--- config.mk ---
export PLATFORM = sky130hd
export DESIGN_NAME = instr_decode
export DESIGN_NICKNAME = d
export VERILOG_FILES = /design/src/decode_pkg.sv /design/src/cycle_calc.sv /design/src/instr_decode.sv
export SDC_FILE = /design/constraint.sdc
export NUM_CORES = 1
export LEC_CHECK = 0
export BUFFER_PORTS_ARGS = -buffer_cell sky130_fd_sc_hd__buf_2
export CORE_MARGIN = 3
export CORE_UTILIZATION = 42
export CTS_BUF_LIST = sky130_fd_sc_hd__clkbuf_2
export CTS_CLUSTER_SIZE = 12
export DETAILED_ROUTE_END_ITERATION = 10
export SYNTH_ARGS = -nofsm -noshare
export SYNTH_HDL_FRONTEND = slang
export SYNTH_SLANG_ARGS = --single-unit
export TNS_END_PERCENT = 10
--- constraint.sdc ---
create_clock -name sys_clk -period 19.9 [get_ports sys_clk]
set_clock_uncertainty 0.2 [all_clocks]
set_input_delay 3.98 -clock sys_clk [delete_from_list [all_inputs] [get_ports sys_clk]]
set_output_delay 3.98 -clock sys_clk [all_outputs]
set_load 0.03 [all_outputs]
--- src/decode_pkg.sv ---
package decode_pkg;

  // ------------------------------------------------------------
  // Opcode patterns (upper seven bits, w or z in bit 0; XOR_RM_PAT upper six, d and w below; jump and group 5 codes whole bytes)
  // ------------------------------------------------------------
  localparam logic [5:0] XOR_RM_PAT = 6'h0C;        // 001100dw
  localparam logic [6:0] XOR_IMM_PAT = 7'h40;       // 1000000w
  localparam logic [6:0] XOR_ACC_PAT = 7'h1A;       // 0011010w
  localparam logic [6:0] GROUP3_PAT = 7'h7B;        // 1111011w
  localparam logic [6:0] STR_MOVE_PAT = 7'h52;      // 1010010w
  localparam logic [6:0] STR_CMP_PAT = 7'h53;       // 1010011w
  localparam logic [6:0] STR_SCAN_PAT = 7'h57;      // 1010111w
  localparam logic [6:0] STR_LOAD_PAT = 7'h56;      // 1010110w
  localparam logic [6:0] STR_STORE_PAT = 7'h55;     // 1010101w
  localparam logic [6:0] STR_IN_PAT = 7'h36;        // 0110110w
  localparam logic [6:0] STR_OUT_PAT = 7'h37;       // 0110111w
  localparam logic [6:0] REP_PAT = 7'h79;           // 1111001z
  localparam logic [7:0] JMP_NEAR_CODE = 8'hEB;
  localparam logic [7:0] JMP_FAR_CODE = 8'hEA;
  localparam logic [7:0] GROUP5_CODE = 8'hFF;
  localparam logic [2:0] EXT_XOR = 3'h6;
  localparam logic [2:0] EXT_INVERT = 3'h2;
  localparam logic [2:0] EXT_JMP_IND = 3'h4;
  localparam logic [2:0] EXT_JMP_FAR_IND = 3'h5;
  localparam logic [1:0] MOD_REGISTER = 2'h3;

  // ------------------------------------------------------------
  // Cycle figures
  // ------------------------------------------------------------
  localparam int CYC_W = 24;
  localparam logic [7:0] C_LOGIC_REG = 8'h03;
  localparam logic [7:0] C_LOGIC_MEM = 8'h0A;
  localparam logic [7:0] C_IMM_REG = 8'h04;
  localparam logic [7:0] C_IMM_MEM = 8'h10;
  localparam logic [7:0] C_ACC_BYTE = 8'h03;
  localparam logic [7:0] C_ACC_WORD = 8'h04;
  localparam logic [7:0] C_MOVE = 8'h0E;
  localparam logic [7:0] C_CMP = 8'h16;
  localparam logic [7:0] C_SCAN = 8'h0F;
  localparam logic [7:0] C_LOAD = 8'h0C;
  localparam logic [7:0] C_STORE = 8'h0A;
  localparam logic [7:0] C_PORT = 8'h0E;
  localparam logic [7:0] C_REP_MOVE_BASE = 8'h08;
  localparam logic [7:0] C_REP_MOVE_PER = 8'h08;
  localparam logic [7:0] C_REP_CMP_BASE = 8'h05;
  localparam logic [7:0] C_REP_CMP_PER = 8'h16;
  localparam logic [7:0] C_REP_SCAN_BASE = 8'h05;
  localparam logic [7:0] C_REP_SCAN_PER = 8'h0F;
  localparam logic [7:0] C_REP_LOAD_BASE = 8'h06;
  localparam logic [7:0] C_REP_LOAD_PER = 8'h0B;
  localparam logic [7:0] C_REP_STORE_BASE = 8'h06;
  localparam logic [7:0] C_REP_STORE_PER = 8'h09;
  localparam logic [7:0] C_REP_PORT_BASE = 8'h08;
  localparam logic [7:0] C_REP_PORT_PER = 8'h08;
  localparam logic [7:0] C_JMP_DIRECT = 8'h0E;
  localparam logic [7:0] C_JMP_IND_REG = 8'h0B;
  localparam logic [7:0] C_JMP_IND_MEM_WIDE = 8'h11;
  localparam logic [7:0] C_JMP_IND_MEM_NARROW = 8'h15;
  localparam logic [7:0] C_JMP_FAR_IND_WIDE = 8'h1A;
  localparam logic [7:0] C_JMP_FAR_IND_NARROW = 8'h22;
  localparam logic [7:0] C_WORD_XFER_ADD = 8'h04;

  // ------------------------------------------------------------
  // Types
  // ------------------------------------------------------------
  typedef enum logic [3:0] {
    OP_NONE, OP_XOR_RM, OP_XOR_IMM, OP_XOR_ACC, OP_INVERT,
    OP_STR_MOVE, OP_STR_CMP, OP_STR_SCAN, OP_STR_LOAD, OP_STR_STORE,
    OP_STR_IN, OP_STR_OUT, OP_JMP_NEAR, OP_JMP_IND, OP_JMP_FAR, OP_JMP_FAR_IND
  } op_e;

  typedef struct packed {
    op_e op;
    logic word;          // 1 word, 0 byte
    logic reg_is_dest;   // Direction bit
    logic mem_operand;
    logic repeated;
    logic while_equal;   // Prefix z bit
  } decoded_s;

endpackage : decode_pkg

--- src/cycle_calc.sv ---
`timescale 1ns/1ps
`default_nettype none

module cycle_calc import decode_pkg::*; (
  input wire logic sys_clk,                // Processor clock
  input wire logic rst_n,                  // Synchronous reset
  input wire decoded_s dec,                // Decoded instruction
  input wire logic narrow_bus,             // 1 for byte-wide bus variant
  input wire logic [15:0] count_value,     // Repeat count
  output logic [CYC_W-1:0] cycles_reg      // Total clock cycles
);

  logic [7:0] fixed;
  logic [7:0] per;
  logic [1:0] xfers;
  logic [CYC_W-1:0] elems;
  logic [CYC_W-1:0] cycles_next;

  always_comb begin
    fixed = 8'h00;
    per = 8'h00;
    xfers = 2'h0;
    case (dec.op)
      OP_XOR_RM, OP_INVERT: begin
        fixed = dec.mem_operand ? C_LOGIC_MEM : C_LOGIC_REG;
        xfers = dec.mem_operand ? 2'h2 : 2'h0;
      end
      OP_XOR_IMM: begin
        fixed = dec.mem_operand ? C_IMM_MEM : C_IMM_REG;
        xfers = dec.mem_operand ? 2'h2 : 2'h0;
      end
      OP_XOR_ACC: fixed = dec.word ? C_ACC_WORD : C_ACC_BYTE;
      OP_STR_MOVE: begin
        fixed = dec.repeated ? C_REP_MOVE_BASE : C_MOVE;
        per = dec.repeated ? C_REP_MOVE_PER : 8'h00;
        xfers = 2'h2;
      end
      OP_STR_CMP: begin
        fixed = dec.repeated ? C_REP_CMP_BASE : C_CMP;
        per = dec.repeated ? C_REP_CMP_PER : 8'h00;
        xfers = 2'h2;
      end
      OP_STR_SCAN: begin
        fixed = dec.repeated ? C_REP_SCAN_BASE : C_SCAN;
        per = dec.repeated ? C_REP_SCAN_PER : 8'h00;
        xfers = 2'h1;
      end
      OP_STR_LOAD: begin
        fixed = dec.repeated ? C_REP_LOAD_BASE : C_LOAD;
        per = dec.repeated ? C_REP_LOAD_PER : 8'h00;
        xfers = 2'h1;
      end
      OP_STR_STORE: begin
        fixed = dec.repeated ? C_REP_STORE_BASE : C_STORE;
        per = dec.repeated ? C_REP_STORE_PER : 8'h00;
        xfers = 2'h1;
      end
      OP_STR_IN, OP_STR_OUT: begin
        // Single port transfers carry no word penalty, repeated ones do
        fixed = dec.repeated ? C_REP_PORT_BASE : C_PORT;
        per = dec.repeated ? C_REP_PORT_PER : 8'h00;
        xfers = dec.repeated ? 2'h1 : 2'h0;
      end
      OP_JMP_NEAR, OP_JMP_FAR: fixed = C_JMP_DIRECT;
      OP_JMP_IND: begin
        if (!dec.mem_operand) begin
          fixed = C_JMP_IND_REG;
        end else begin
          fixed = narrow_bus ? C_JMP_IND_MEM_NARROW : C_JMP_IND_MEM_WIDE;
        end
      end
      OP_JMP_FAR_IND: fixed = narrow_bus ? C_JMP_FAR_IND_NARROW : C_JMP_FAR_IND_WIDE;
      default: fixed = 8'h00;
    endcase
  end

  always_comb begin
    elems = dec.repeated ? {8'h00, count_value} : 24'h000001;
    cycles_next = {16'h0000, fixed} + CYC_W'({16'h0000, per} * elems);
    if (narrow_bus && dec.word) begin
      cycles_next = cycles_next + CYC_W'({22'h000000, xfers} * C_WORD_XFER_ADD * elems);
    end
  end

  always_ff @(posedge sys_clk) begin
    if (!rst_n) begin
      cycles_reg <= '0;
    end else begin
      cycles_reg <= cycles_next;
    end
  end

endmodule : cycle_calc

`default_nettype wire

--- src/instr_decode.sv ---
// What this block does
// - Exclusive-or: register form 3/10, immediate form ext 110 4/16, accumulator 3/4.
// - 1111011w with ext 010 is invert, 3 register or 10 memory cycles.
// - 1010010w is single string move, 14 cycles.
// - 1010011w is single string compare, flags only, 22 cycles.
// - 1010111w is single string scan against accumulator, 15 cycles.
// - 1010110w is single string load into accumulator, 12 cycles.
// - 1010101w is single string store from accumulator, 10 cycles.
// - 0110110w is single port string input, 14 cycles, no word penalty.
// - 0110111w is single port string output, 14 cycles.
// - Repeat prefix: move 8+8n, load 6+11n, store 6+9n cycles.
// - Prefix 1111001z: z picks while-equal or while-unequal; compare 5+22n, scan 5+15n.
// - Repeated port input and output each take 8+8n cycles.
// - Jumps: EB/EA 14, FF ext 100 11/17 or 11/21, ext 101 26/34.
// - Narrow bus word operations add 4 cycles per memory transfer, except single port input and output.
`timescale 1ns/1ps
`default_nettype none

module instr_decode import decode_pkg::*; (
  input wire logic sys_clk,                // Processor clock
  input wire logic rst_n,                  // Synchronous reset, active low
  input wire logic byte_valid,             // Instruction byte offered
  input wire logic [7:0] byte_data,        // Instruction byte
  input wire logic narrow_bus,             // 1 for byte-wide bus variant
  input wire logic [15:0] count_value,     // Count register contents
  output logic byte_ready_reg,             // Byte will be taken
  output decoded_s decoded_reg,            // Decoded instruction
  output logic [CYC_W-1:0] cycles_out_reg, // Total execution cycles
  output logic decode_valid_reg,           // Pulse: decoded and cycles valid
  output logic illegal_reg,                // Pulse: byte sequence not handled
  output logic busy_reg,                   // Executing
  output logic done_reg                    // Pulse: first cycle after the last execution cycle
);

  // ------------------------------------------------------------
  // State
  // ------------------------------------------------------------
  typedef enum logic [2:0] {ST_OPCODE, ST_MODRM, ST_CALC, ST_LOAD, ST_EXEC} state_e;

  state_e state_reg;
  state_e state_next;
  decoded_s dec_reg;
  decoded_s dec_next;
  logic [7:0] first_reg;
  logic [CYC_W-1:0] calc_cycles;
  logic [CYC_W-1:0] remain_reg;
  logic illegal_next;
  logic take;

  assign take = byte_valid && byte_ready_reg;

  // ------------------------------------------------------------
  // Cycle figures, one register stage behind the decode
  // ------------------------------------------------------------
  cycle_calc u_calc (
    .sys_clk(sys_clk),
    .rst_n(rst_n),
    .dec(dec_reg),
    .narrow_bus(narrow_bus),
    .count_value(count_value),
    .cycles_reg(calc_cycles)
  );

  // ------------------------------------------------------------
  // Decode
  // ------------------------------------------------------------
  always_comb begin
    state_next = state_reg;
    dec_next = dec_reg;
    illegal_next = 1'b0;
    case (state_reg)
      ST_OPCODE: begin
        if (take) begin
          dec_next.word = byte_data[0];
          dec_next.reg_is_dest = 1'b0;
          dec_next.mem_operand = 1'b0;
          dec_next.op = OP_NONE;
          state_next = ST_CALC;
          if (byte_data[7:1] == REP_PAT && !dec_reg.repeated) begin
            dec_next.repeated = 1'b1;
            dec_next.while_equal = byte_data[0];
            state_next = ST_OPCODE;
          end else if (byte_data[7:1] == STR_MOVE_PAT) begin
            dec_next.op = OP_STR_MOVE;
          end else if (byte_data[7:1] == STR_CMP_PAT) begin
            dec_next.op = OP_STR_CMP;
          end else if (byte_data[7:1] == STR_SCAN_PAT) begin
            dec_next.op = OP_STR_SCAN;
          end else if (byte_data[7:1] == STR_LOAD_PAT) begin
            dec_next.op = OP_STR_LOAD;
          end else if (byte_data[7:1] == STR_STORE_PAT) begin
            dec_next.op = OP_STR_STORE;
          end else if (byte_data[7:1] == STR_IN_PAT) begin
            dec_next.op = OP_STR_IN;
          end else if (byte_data[7:1] == STR_OUT_PAT) begin
            dec_next.op = OP_STR_OUT;
          end else if (dec_reg.repeated) begin
            // A prefix before a non-string opcode is not handled here
            illegal_next = 1'b1;
            dec_next.repeated = 1'b0;
            dec_next.while_equal = 1'b0;
            state_next = ST_OPCODE;
          end else if (byte_data[7:2] == XOR_RM_PAT) begin
            dec_next.op = OP_XOR_RM;
            dec_next.reg_is_dest = byte_data[1];
            state_next = ST_MODRM;
          end else if (byte_data[7:1] == XOR_ACC_PAT) begin
            dec_next.op = OP_XOR_ACC;
          end else if (byte_data[7:1] == XOR_IMM_PAT || byte_data[7:1] == GROUP3_PAT
                       || byte_data == GROUP5_CODE) begin
            state_next = ST_MODRM;
          end else if (byte_data == JMP_NEAR_CODE) begin
            dec_next.op = OP_JMP_NEAR;
            dec_next.word = 1'b0;
          end else if (byte_data == JMP_FAR_CODE) begin
            dec_next.op = OP_JMP_FAR;
            dec_next.word = 1'b0;
          end else begin
            illegal_next = 1'b1;
            state_next = ST_OPCODE;
          end
        end
      end
      ST_MODRM: begin
        if (take) begin
          dec_next.mem_operand = (byte_data[7:6] != MOD_REGISTER);
          state_next = ST_CALC;
          if (dec_reg.op == OP_XOR_RM) begin
            dec_next.op = OP_XOR_RM;
          end else if (first_reg[7:1] == XOR_IMM_PAT && byte_data[5:3] == EXT_XOR) begin
            dec_next.op = OP_XOR_IMM;
          end else if (first_reg[7:1] == GROUP3_PAT && byte_data[5:3] == EXT_INVERT) begin
            dec_next.op = OP_INVERT;
          end else if (first_reg == GROUP5_CODE && byte_data[5:3] == EXT_JMP_IND) begin
            dec_next.op = OP_JMP_IND;
            dec_next.word = 1'b0;
          end else if (first_reg == GROUP5_CODE && byte_data[5:3] == EXT_JMP_FAR_IND
                       && byte_data[7:6] != MOD_REGISTER) begin
            dec_next.op = OP_JMP_FAR_IND;
            dec_next.word = 1'b0;
          end else begin
            illegal_next = 1'b1;
            state_next = ST_OPCODE;
          end
        end
      end
      ST_CALC: state_next = ST_LOAD;
      ST_LOAD: state_next = ST_EXEC;
      ST_EXEC: begin
        if (remain_reg <= 24'h000001) begin
          state_next = ST_OPCODE;
          dec_next.repeated = 1'b0;
          dec_next.while_equal = 1'b0;
        end
      end
      default: state_next = ST_OPCODE;
    endcase
  end

  always_ff @(posedge sys_clk) begin
    if (!rst_n) begin
      state_reg <= ST_OPCODE;
      dec_reg <= '{op: OP_NONE, default: 1'b0};
    end else begin
      state_reg <= state_next;
      dec_reg <= dec_next;
    end
  end

  // First byte kept so the modifier byte can pick the group member
  always_ff @(posedge sys_clk) begin
    if (!rst_n) begin
      first_reg <= 8'h00;
    end else if (take && state_reg == ST_OPCODE) begin
      first_reg <= byte_data;
    end
  end

  // ------------------------------------------------------------
  // Byte handshake
  // ------------------------------------------------------------
  // Ready follows the next state, so no byte past the last one is taken
  always_ff @(posedge sys_clk) begin
    if (!rst_n) begin
      byte_ready_reg <= 1'b0;
      illegal_reg <= 1'b0;
    end else begin
      byte_ready_reg <= (state_next == ST_OPCODE) || (state_next == ST_MODRM);
      illegal_reg <= illegal_next;
    end
  end

  // ------------------------------------------------------------
  // Execution timing
  // ------------------------------------------------------------
  always_ff @(posedge sys_clk) begin
    if (!rst_n) begin
      remain_reg <= '0;
      cycles_out_reg <= '0;
      decoded_reg <= '{op: OP_NONE, default: 1'b0};
      decode_valid_reg <= 1'b0;
      busy_reg <= 1'b0;
      done_reg <= 1'b0;
    end else begin
      decode_valid_reg <= (state_reg == ST_LOAD);
      done_reg <= (state_reg == ST_EXEC) && (remain_reg <= 24'h000001);
      if (state_reg == ST_LOAD) begin
        remain_reg <= calc_cycles;
        cycles_out_reg <= calc_cycles;
        decoded_reg <= dec_reg;
        busy_reg <= 1'b1;
      end else if (state_reg == ST_EXEC) begin
        remain_reg <= remain_reg - 24'h000001;
        if (remain_reg <= 24'h000001) begin
          busy_reg <= 1'b0;
        end
      end
    end
  end

endmodule : instr_decode

`default_nettype wire

==> key figures, run 1 <==
Yosys
  • Yosys warning count: 0
  • Syn avg cell area: 7.47 sq um
  • Synth area leader: dfxtp_1
  • Yosys cell types: 73
  • Most frequent cell after synthesis: nand2_1
  • Synth top area cells: dfxtp_1 22%, ha_1 12%, fa_1 11%
  • Syn nets: ~1500
  • Post-synthesis cell area: 0.00968 sq mm
  • Seq/Total Area, Yosys: 0.215
  • Synthesized instance count: 1296
  • Post-synthesis async set-or-reset flop share: 0
  • Flops & latches, synth: 104
  • Share of the synthesized area in the top cell type: 0.215
  • List of most frequent post-synthesis cells: 194 x nand2_1, 128 x nor2_1, 121 x inv_1, 120 x a21oi_1, 104 x dfxtp_1
  • EDFF count, synth: 0
  • Synth Flop Type: dfxtp_1

Pwr
  • Power Dens Cells: around 33 mW/mm^2
  • VDD IR-drop max: roughly 0.024 mV
  • Leak: ~4.7 nW
  • Final total power: ~0.34 mW

Setup path
  • Setup CP Type: in2reg
  • CP max FO: 6
  • R2R Setup Slk: between 10 and 15 ns
  • R2R Path End: u_calc.cycles_reg[21]
  • CP startpoint kind: input port
  • Crit. End Element: flop
  • CP Launch Point: narrow_bus
  • WP data required: between 20 and 25 ns
  • Critical path arrival: 9.96 ns
  • Worst R2R Start: dec_reg[7]
  • Worst-case reg-to-reg path depth: 26

STA
  • Fin. max-slew vios: 0
  • Worst-margin pin slew: ~1.1 ns
  • Setup TNS: 0 ns
  • Final hold vios: 0
  • # setup viols final: 0
  • Crit share post-route: 0.485
  • Minimum clock period: slightly below 10 ns
  • Fmax achieved: 104 MHz
  • Rel. slew slack: 0.285
  • RSZ-0062 raised after global routing: false

Routing
  • Remaining antenna violation count after routing: 0
  • DR iter-0 viols: ~480
  • Pre-Repair DR Iteration Count: 8
  • DRC: 2
  • Routed vias: about 8500
  • WL/cell: about 14 um
  • Drt total wl: 22900 um
  • Vias/cell: 5.30

Clock tree
  • CTS buffer count: 9
  • Clock root buffer: clkbuf_2
  • Worst-skew pair later-pin latency: 0.60 ns
  • Post-CTS setup buffers: 0
  • Clk pin slew, worst setup/hold paths: ~0.32 ns
  • Clk sinks: approximately 100
  • Hold Buf Count CTS: 0
  • H-tree lvl count: 3
  • Post-CTS Resized: 0
  • CTS tree: done
  • Clk buf depth: 2

Place
  • Port Buf Inserts: 64
  • DP Wirelength: approximately 18000 um
  • Gp weighted congestion: 0.899
  • Placed insts: approximately 1600

Finish
  • Share of layout cells above drive strength 1: 0.0809
  • P&R area growth vs syn: 6.15%
  • Layout Nets: around 1500
  • Max reg flops: 24
  • Non-Filler Instances: around 1600

Floorplan
  • Core footprint: between 0.02 and 0.025 sq mm
  • Starting Density: 0.436
  • Die area: 0.0249 sq mm
  • Die height: approximately 160 um
  • I/O pins: 66
  • Die W: between 150 and 200 um
  • # rows: between 50 and 60

Min path
  • Hold Crit Start: u_calc.cycles_reg[12]
  • Hold-critical path depth: 2
  • Worst min-delay path endpoint: cycles_out_reg[12]
  • HP Class: reg2reg

GRT
  • Pin count of the biggest net entering global routing: 58
  • Global-route wire length before repair: just under 40000 um
  • Gr usage total: 0.189
  • Number of global-route vias before repair: about 8100
  • Initial antenna violation count: 1
  • Gr ovfl total: 0

Flow run
  • # Max-Cap Violations: 0

Status
  • Status: finished with violations
  • Failing checks: design-rule violations
[placed cells by master (no fill, tap or decap), types with 3 or more instances in the layout]
cell type	instances
o211ai_1	7
nand3_1	24
and2_1	51
nand2_1	194
a31oi_1	10
xnor2_1	31
nand2b_1	11
dfxtp_1	104
a211o_1	4
clkbuf_2	9
a21boi_0	4
or3_1	10
buf_2	64
inv_1	121
buf_4	9
o21ai_1	4
o22ai_1	4
a21o_1	10
nor2b_1	11
clkinv_4	3
or4_1	5
a21oi_1	120
mux2i_1	8
and3_1	21
nor3_1	32
nor4_1	11
ha_1	90
o21ai_0	44
o21a_1	6
xor2_1	20
nand4_1	3
nand3b_1	7
a211oi_1	29
o31ai_1	3
or2_2	5
o21bai_1	5
fa_1	51
a2111oi_0	4
nor2_1	127
[layer usage]
layer	GRT usage	routed length (um)	vias up
met4	0.0298	106	0
met2	0.299	9890	127
met1	0.286	12200	3949
met3	0.0175	778	10
li1	-	-	4421
met5	0	0	-
[final cells by class]
cell class,instances,area [sq um]
timing repair buffer,73,388
antenna,1,2.50
clock buffer,9,45.0
tap,280,350
fill,2347,12000
inverter,122,458
sequential,104,2080
multi-input combinational,1008,6900
clock inverter,7,56.3
[worst max-delay path: stages]
cell	delay [ns]
buf_2	0.14
mux2i_1	0.14
o22ai_1	0.09
nand2_1	0.10
o21ai_0	0.12
fa_1	0.57
inv_1	0.04
ha_1	0.26
ha_1	0.29
fa_1	0.45
ha_1	0.26
fa_1	0.46
a211o_1	0.33
a2111oi_2	0.39
o311ai_1	0.24
a21oi_1	0.18
o21ai_0	0.10
xor2_1	0.17
ha_1	0.34
and3_1	0.16
a21boi_0	0.13
or3_1	0.38
o211a_1	0.23
o211ai_1	0.20
mux2i_1	0.20
[cells by family (layout without fill, tap and decap cells)]
logic type / after synthesis / count (layout) / synth area share
xor+xnor: 51 / 51 / 0.0461
other cells: 1 / 2 / 0.000387
mux: 8 / 8 / 0.00827
compound gates: 276 / 276 / 0.176
simple gates: 530 / 530 / 0.259
fa+ha+maj: 142 / 142 / 0.223
buf+inv: 184 / 211 / 0.0730
flops: 104 / 104 / 0.215
[worst max-delay path by stage]
stage / to / slack, ns
3_3_place_gp: u_calc.cycles_reg[21] / 9.74
3_5_place_dp: u_calc.cycles_reg[21] / 9.66
4_1_cts: u_calc.cycles_reg[21] / 10.27
5_1_grt: u_calc.cycles_reg[21] / 9.87
2_1_floorplan: u_calc.cycles_reg[21] / 10.26
6_report: u_calc.cycles_reg[21] / 10.24
[through the flow]
| stage | util | worst slack, ns | cell area, sq um | hold WS, ns |
|---|---|---|---|---|
| 2_1_floorplan | - | 10.26 | 9680 | 0.229 |
| 3_3_place_gp | 0.458 | 9.74 | 10200 | 0.240 |
| 3_5_place_dp | 0.458 | 9.66 | 10200 | 0.243 |
| 4_1_cts | 0.462 | 10.27 | 10300 | 0.264 |
| 5_1_grt | 0.462 | 9.87 | 10300 | 0.254 |
| 6_report | 0.462 | 10.24 | 10300 | 0.247 |
[where the power goes]
part           internal (mW)  switching (mW)  total, mW
sequential             0.212         0.00515      0.217
clock                 0.0183          0.0719     0.0903
combinational         0.0125          0.0244     0.0369
(Power assumes the default switching activity.)
==> run 2, diff against run 1 <==
==> constraint.sdc (replaced) <==
create_clock -name sys_clk -period 7.95 [get_ports sys_clk]
set_clock_uncertainty 0.2 [all_clocks]
set_input_delay 1.59 -clock sys_clk [delete_from_list [all_inputs] [get_ports sys_clk]]
set_output_delay 1.59 -clock sys_clk [all_outputs]
set_load 0.03 [all_outputs]
==> run 2 against run 1 <==
The run now ends clean. Setup slack worse by 9.6 ns. Highest routed layer unchanged. Clock power up 140%. Non-clock buffer count up 5. Cell area up 0.30%.
==> key figures, run 2 (synthesized netlist as in run 1, its figures left out) <==
Setup path
  • Setup CP Type: reg2reg
  • Slowest cell on the critical path: fa_1
  • Max incr delay on CP: between 0.4 and 0.5 ns
  • Crit. End Element: flop
  • Critical path arrival: 7.58 ns
  • CP max FO: 20
  • WP data required: about 8.3 ns
  • CP most frequent cell: ha_1
  • CP startpoint kind: flop
  • Worst path top cell family by delay: adder cells
  • CP Buf/Inv Count: 2

Clock tree
  • Clock root buffer: clkbuf_2
  • Hold Buf Count CTS: 0
  • Clk pin slew, worst setup/hold paths: 0.28 ns
  • CTS buffer count: 9
  • Clk buf depth: 2
  • Post-CTS setup buffers: 0
  • Clk sinks: roughly 100
  • Worst-skew pair later-pin latency: about 0.58 ns
  • Post-CTS Resized: 0
  • CTS tree: done
  • H-tree lvl count: 3

GRT
  • Initial antenna violation count: 1
  • Number of global-route vias before repair: between 8000 and 9000
  • Pin count of the biggest net entering global routing: 90
  • Grt peak-use layer: met2
  • Gr ovfl total: 0
  • Gr usage total: 0.190
  • M1 GR Usage: 0.291
  • Global-route wire length before repair: 39600 um
  • Met2 Use GR: 0.294
  • Met3 Usage GRT: 0.0153

Floorplan
  • Core footprint: about 0.022 sq mm
  • # rows: 54
  • I/O pins: 66
  • Die area: ~0.025 sq mm
  • Starting Density: 0.436
  • Die W: 158 um
  • Die height: between 150 and 200 um

Place
  • Gp weighted congestion: a little over 0.9
  • DP Wirelength: 17900 um
  • Post-place setup slack: ~0.16 ns
  • Placed Instance Area: a little over 0.01 sq mm
  • Port Buf Inserts: 64

Pwr
  • Leak: between 4 and 5 nW
  • Power Dens Cells: about 83 mW/mm^2
  • VDD IR-drop max: around 0.054 mV
  • Final total power: between 0.8 and 0.9 mW

Routing
  • Routed vias: 8640
  • Drt total wl: about 23000 um
  • DRC: 0
  • DR iter-0 viols: between 400 and 500
  • WL/cell: approximately 14 um
  • Vias/cell: 5.37
  • Pre-Repair DR Iteration Count: 5
  • Remaining antenna violation count after routing: 0

Finish
  • Layout Nets: approximately 1500
  • Commonest non-fill, non-tap cells in the layout: 194 x nand2_1, 127 x nor2_1, 121 x inv_1, 120 x a21oi_1, 104 x dfxtp_1
  • Max reg flops: 24
  • P&R area growth vs syn: 6.47%
  • Commonest non-fill, non-tap cell in the layout: nand2_1
  • Design area: approximately 0.010 sq mm
  • Share of layout cells above drive strength 1: 0.0836
  • Post-layout util: 0.464
  • Fillcell total: between 2000 and 2500

STA
  • Final hold vios: 0
  • Fin worst setup slack: 0.690 ns
  • # setup viols final: 0
  • Worst-margin pin slew: 0.938 ns
  • RSZ-0062 raised after global routing: false
  • Minimum clock period: about 7.3 ns
  • Rel. slew slack: 0.366
  • Setup TNS: 0 ns
  • Fmax achieved: 138 MHz
  • Fin. max-slew vios: 0
  • Crit share post-route: 0.913

Status
  • Status: finished clean

Flow run
  • # Max-Cap Violations: 0

Min path
  • HP Class: reg2reg
## run 2: cell types whose count changed in the layout (fill, tap and decap cells not counted), sizes merged
cell	change
clkinv	-1
buf	+5
clkbuf	+1
inv	-1
clkinvlp	+1
## run 2: worst min-delay path, cell delays in order, from the launching register on
cell and delay (ns):
dfxtp_1 0.39, nand2_1 0.06, a21oi_1 0.05
## run 2: worst paths after layout
kind	from	end	slack, ns	cells after the start
hold reg to reg	u_calc.cycles_reg[2]	cycles_out_reg[2]	0.27	2
hold / removal	u_calc.cycles_reg[2]	cycles_out_reg[2]	0.27	2
setup / recovery	dec_reg[8]	u_calc.cycles_reg[21]	0.69	25
setup reg to reg	dec_reg[8]	u_calc.cycles_reg[21]	0.69	25
## run 2: final cells by class
cell class | instances | area, sq um | share of cell area
multi-input combinational | 1008 | 6900 | 0.669
sequential | 104 | 2080 | 0.202
inverter | 122 | 458 | 0.0444
timing repair buffer | 78 | 425 | 0.0413
tap | 280 | 350 | 0.0340
clock buffer | 10 | 50.0 | 0.00485
clock inverter | 6 | 45.0 | 0.00437
antenna | 1 | 2.50 | 0.000243
## run 2: routing by layer
metal,vias to the layer above,share of wire
li1,4430,-
met1,4068,0.53
met2,131,0.43
met3,11,0.032
met4,0,0.0066
met5,-,0
## run 2: stage by stage
| stage | hold WS, ns | std cells |
|---|---|---|
| floorplan | 0.229 | 1296 |
| global placement | 0.240 | 1592 |
| detailed placement | 0.243 | 1592 |
| CTS | 0.270 | 1608 |
| global route | 0.281 | 1609 |
| finish | 0.268 | 1609 |
## run 2: where the power goes
part	switching, mW	internal [mW]
clock network	0.175	0.0444
logic	0.0697	0.0330
registers	0.00540	0.530
total	0.250	0.608
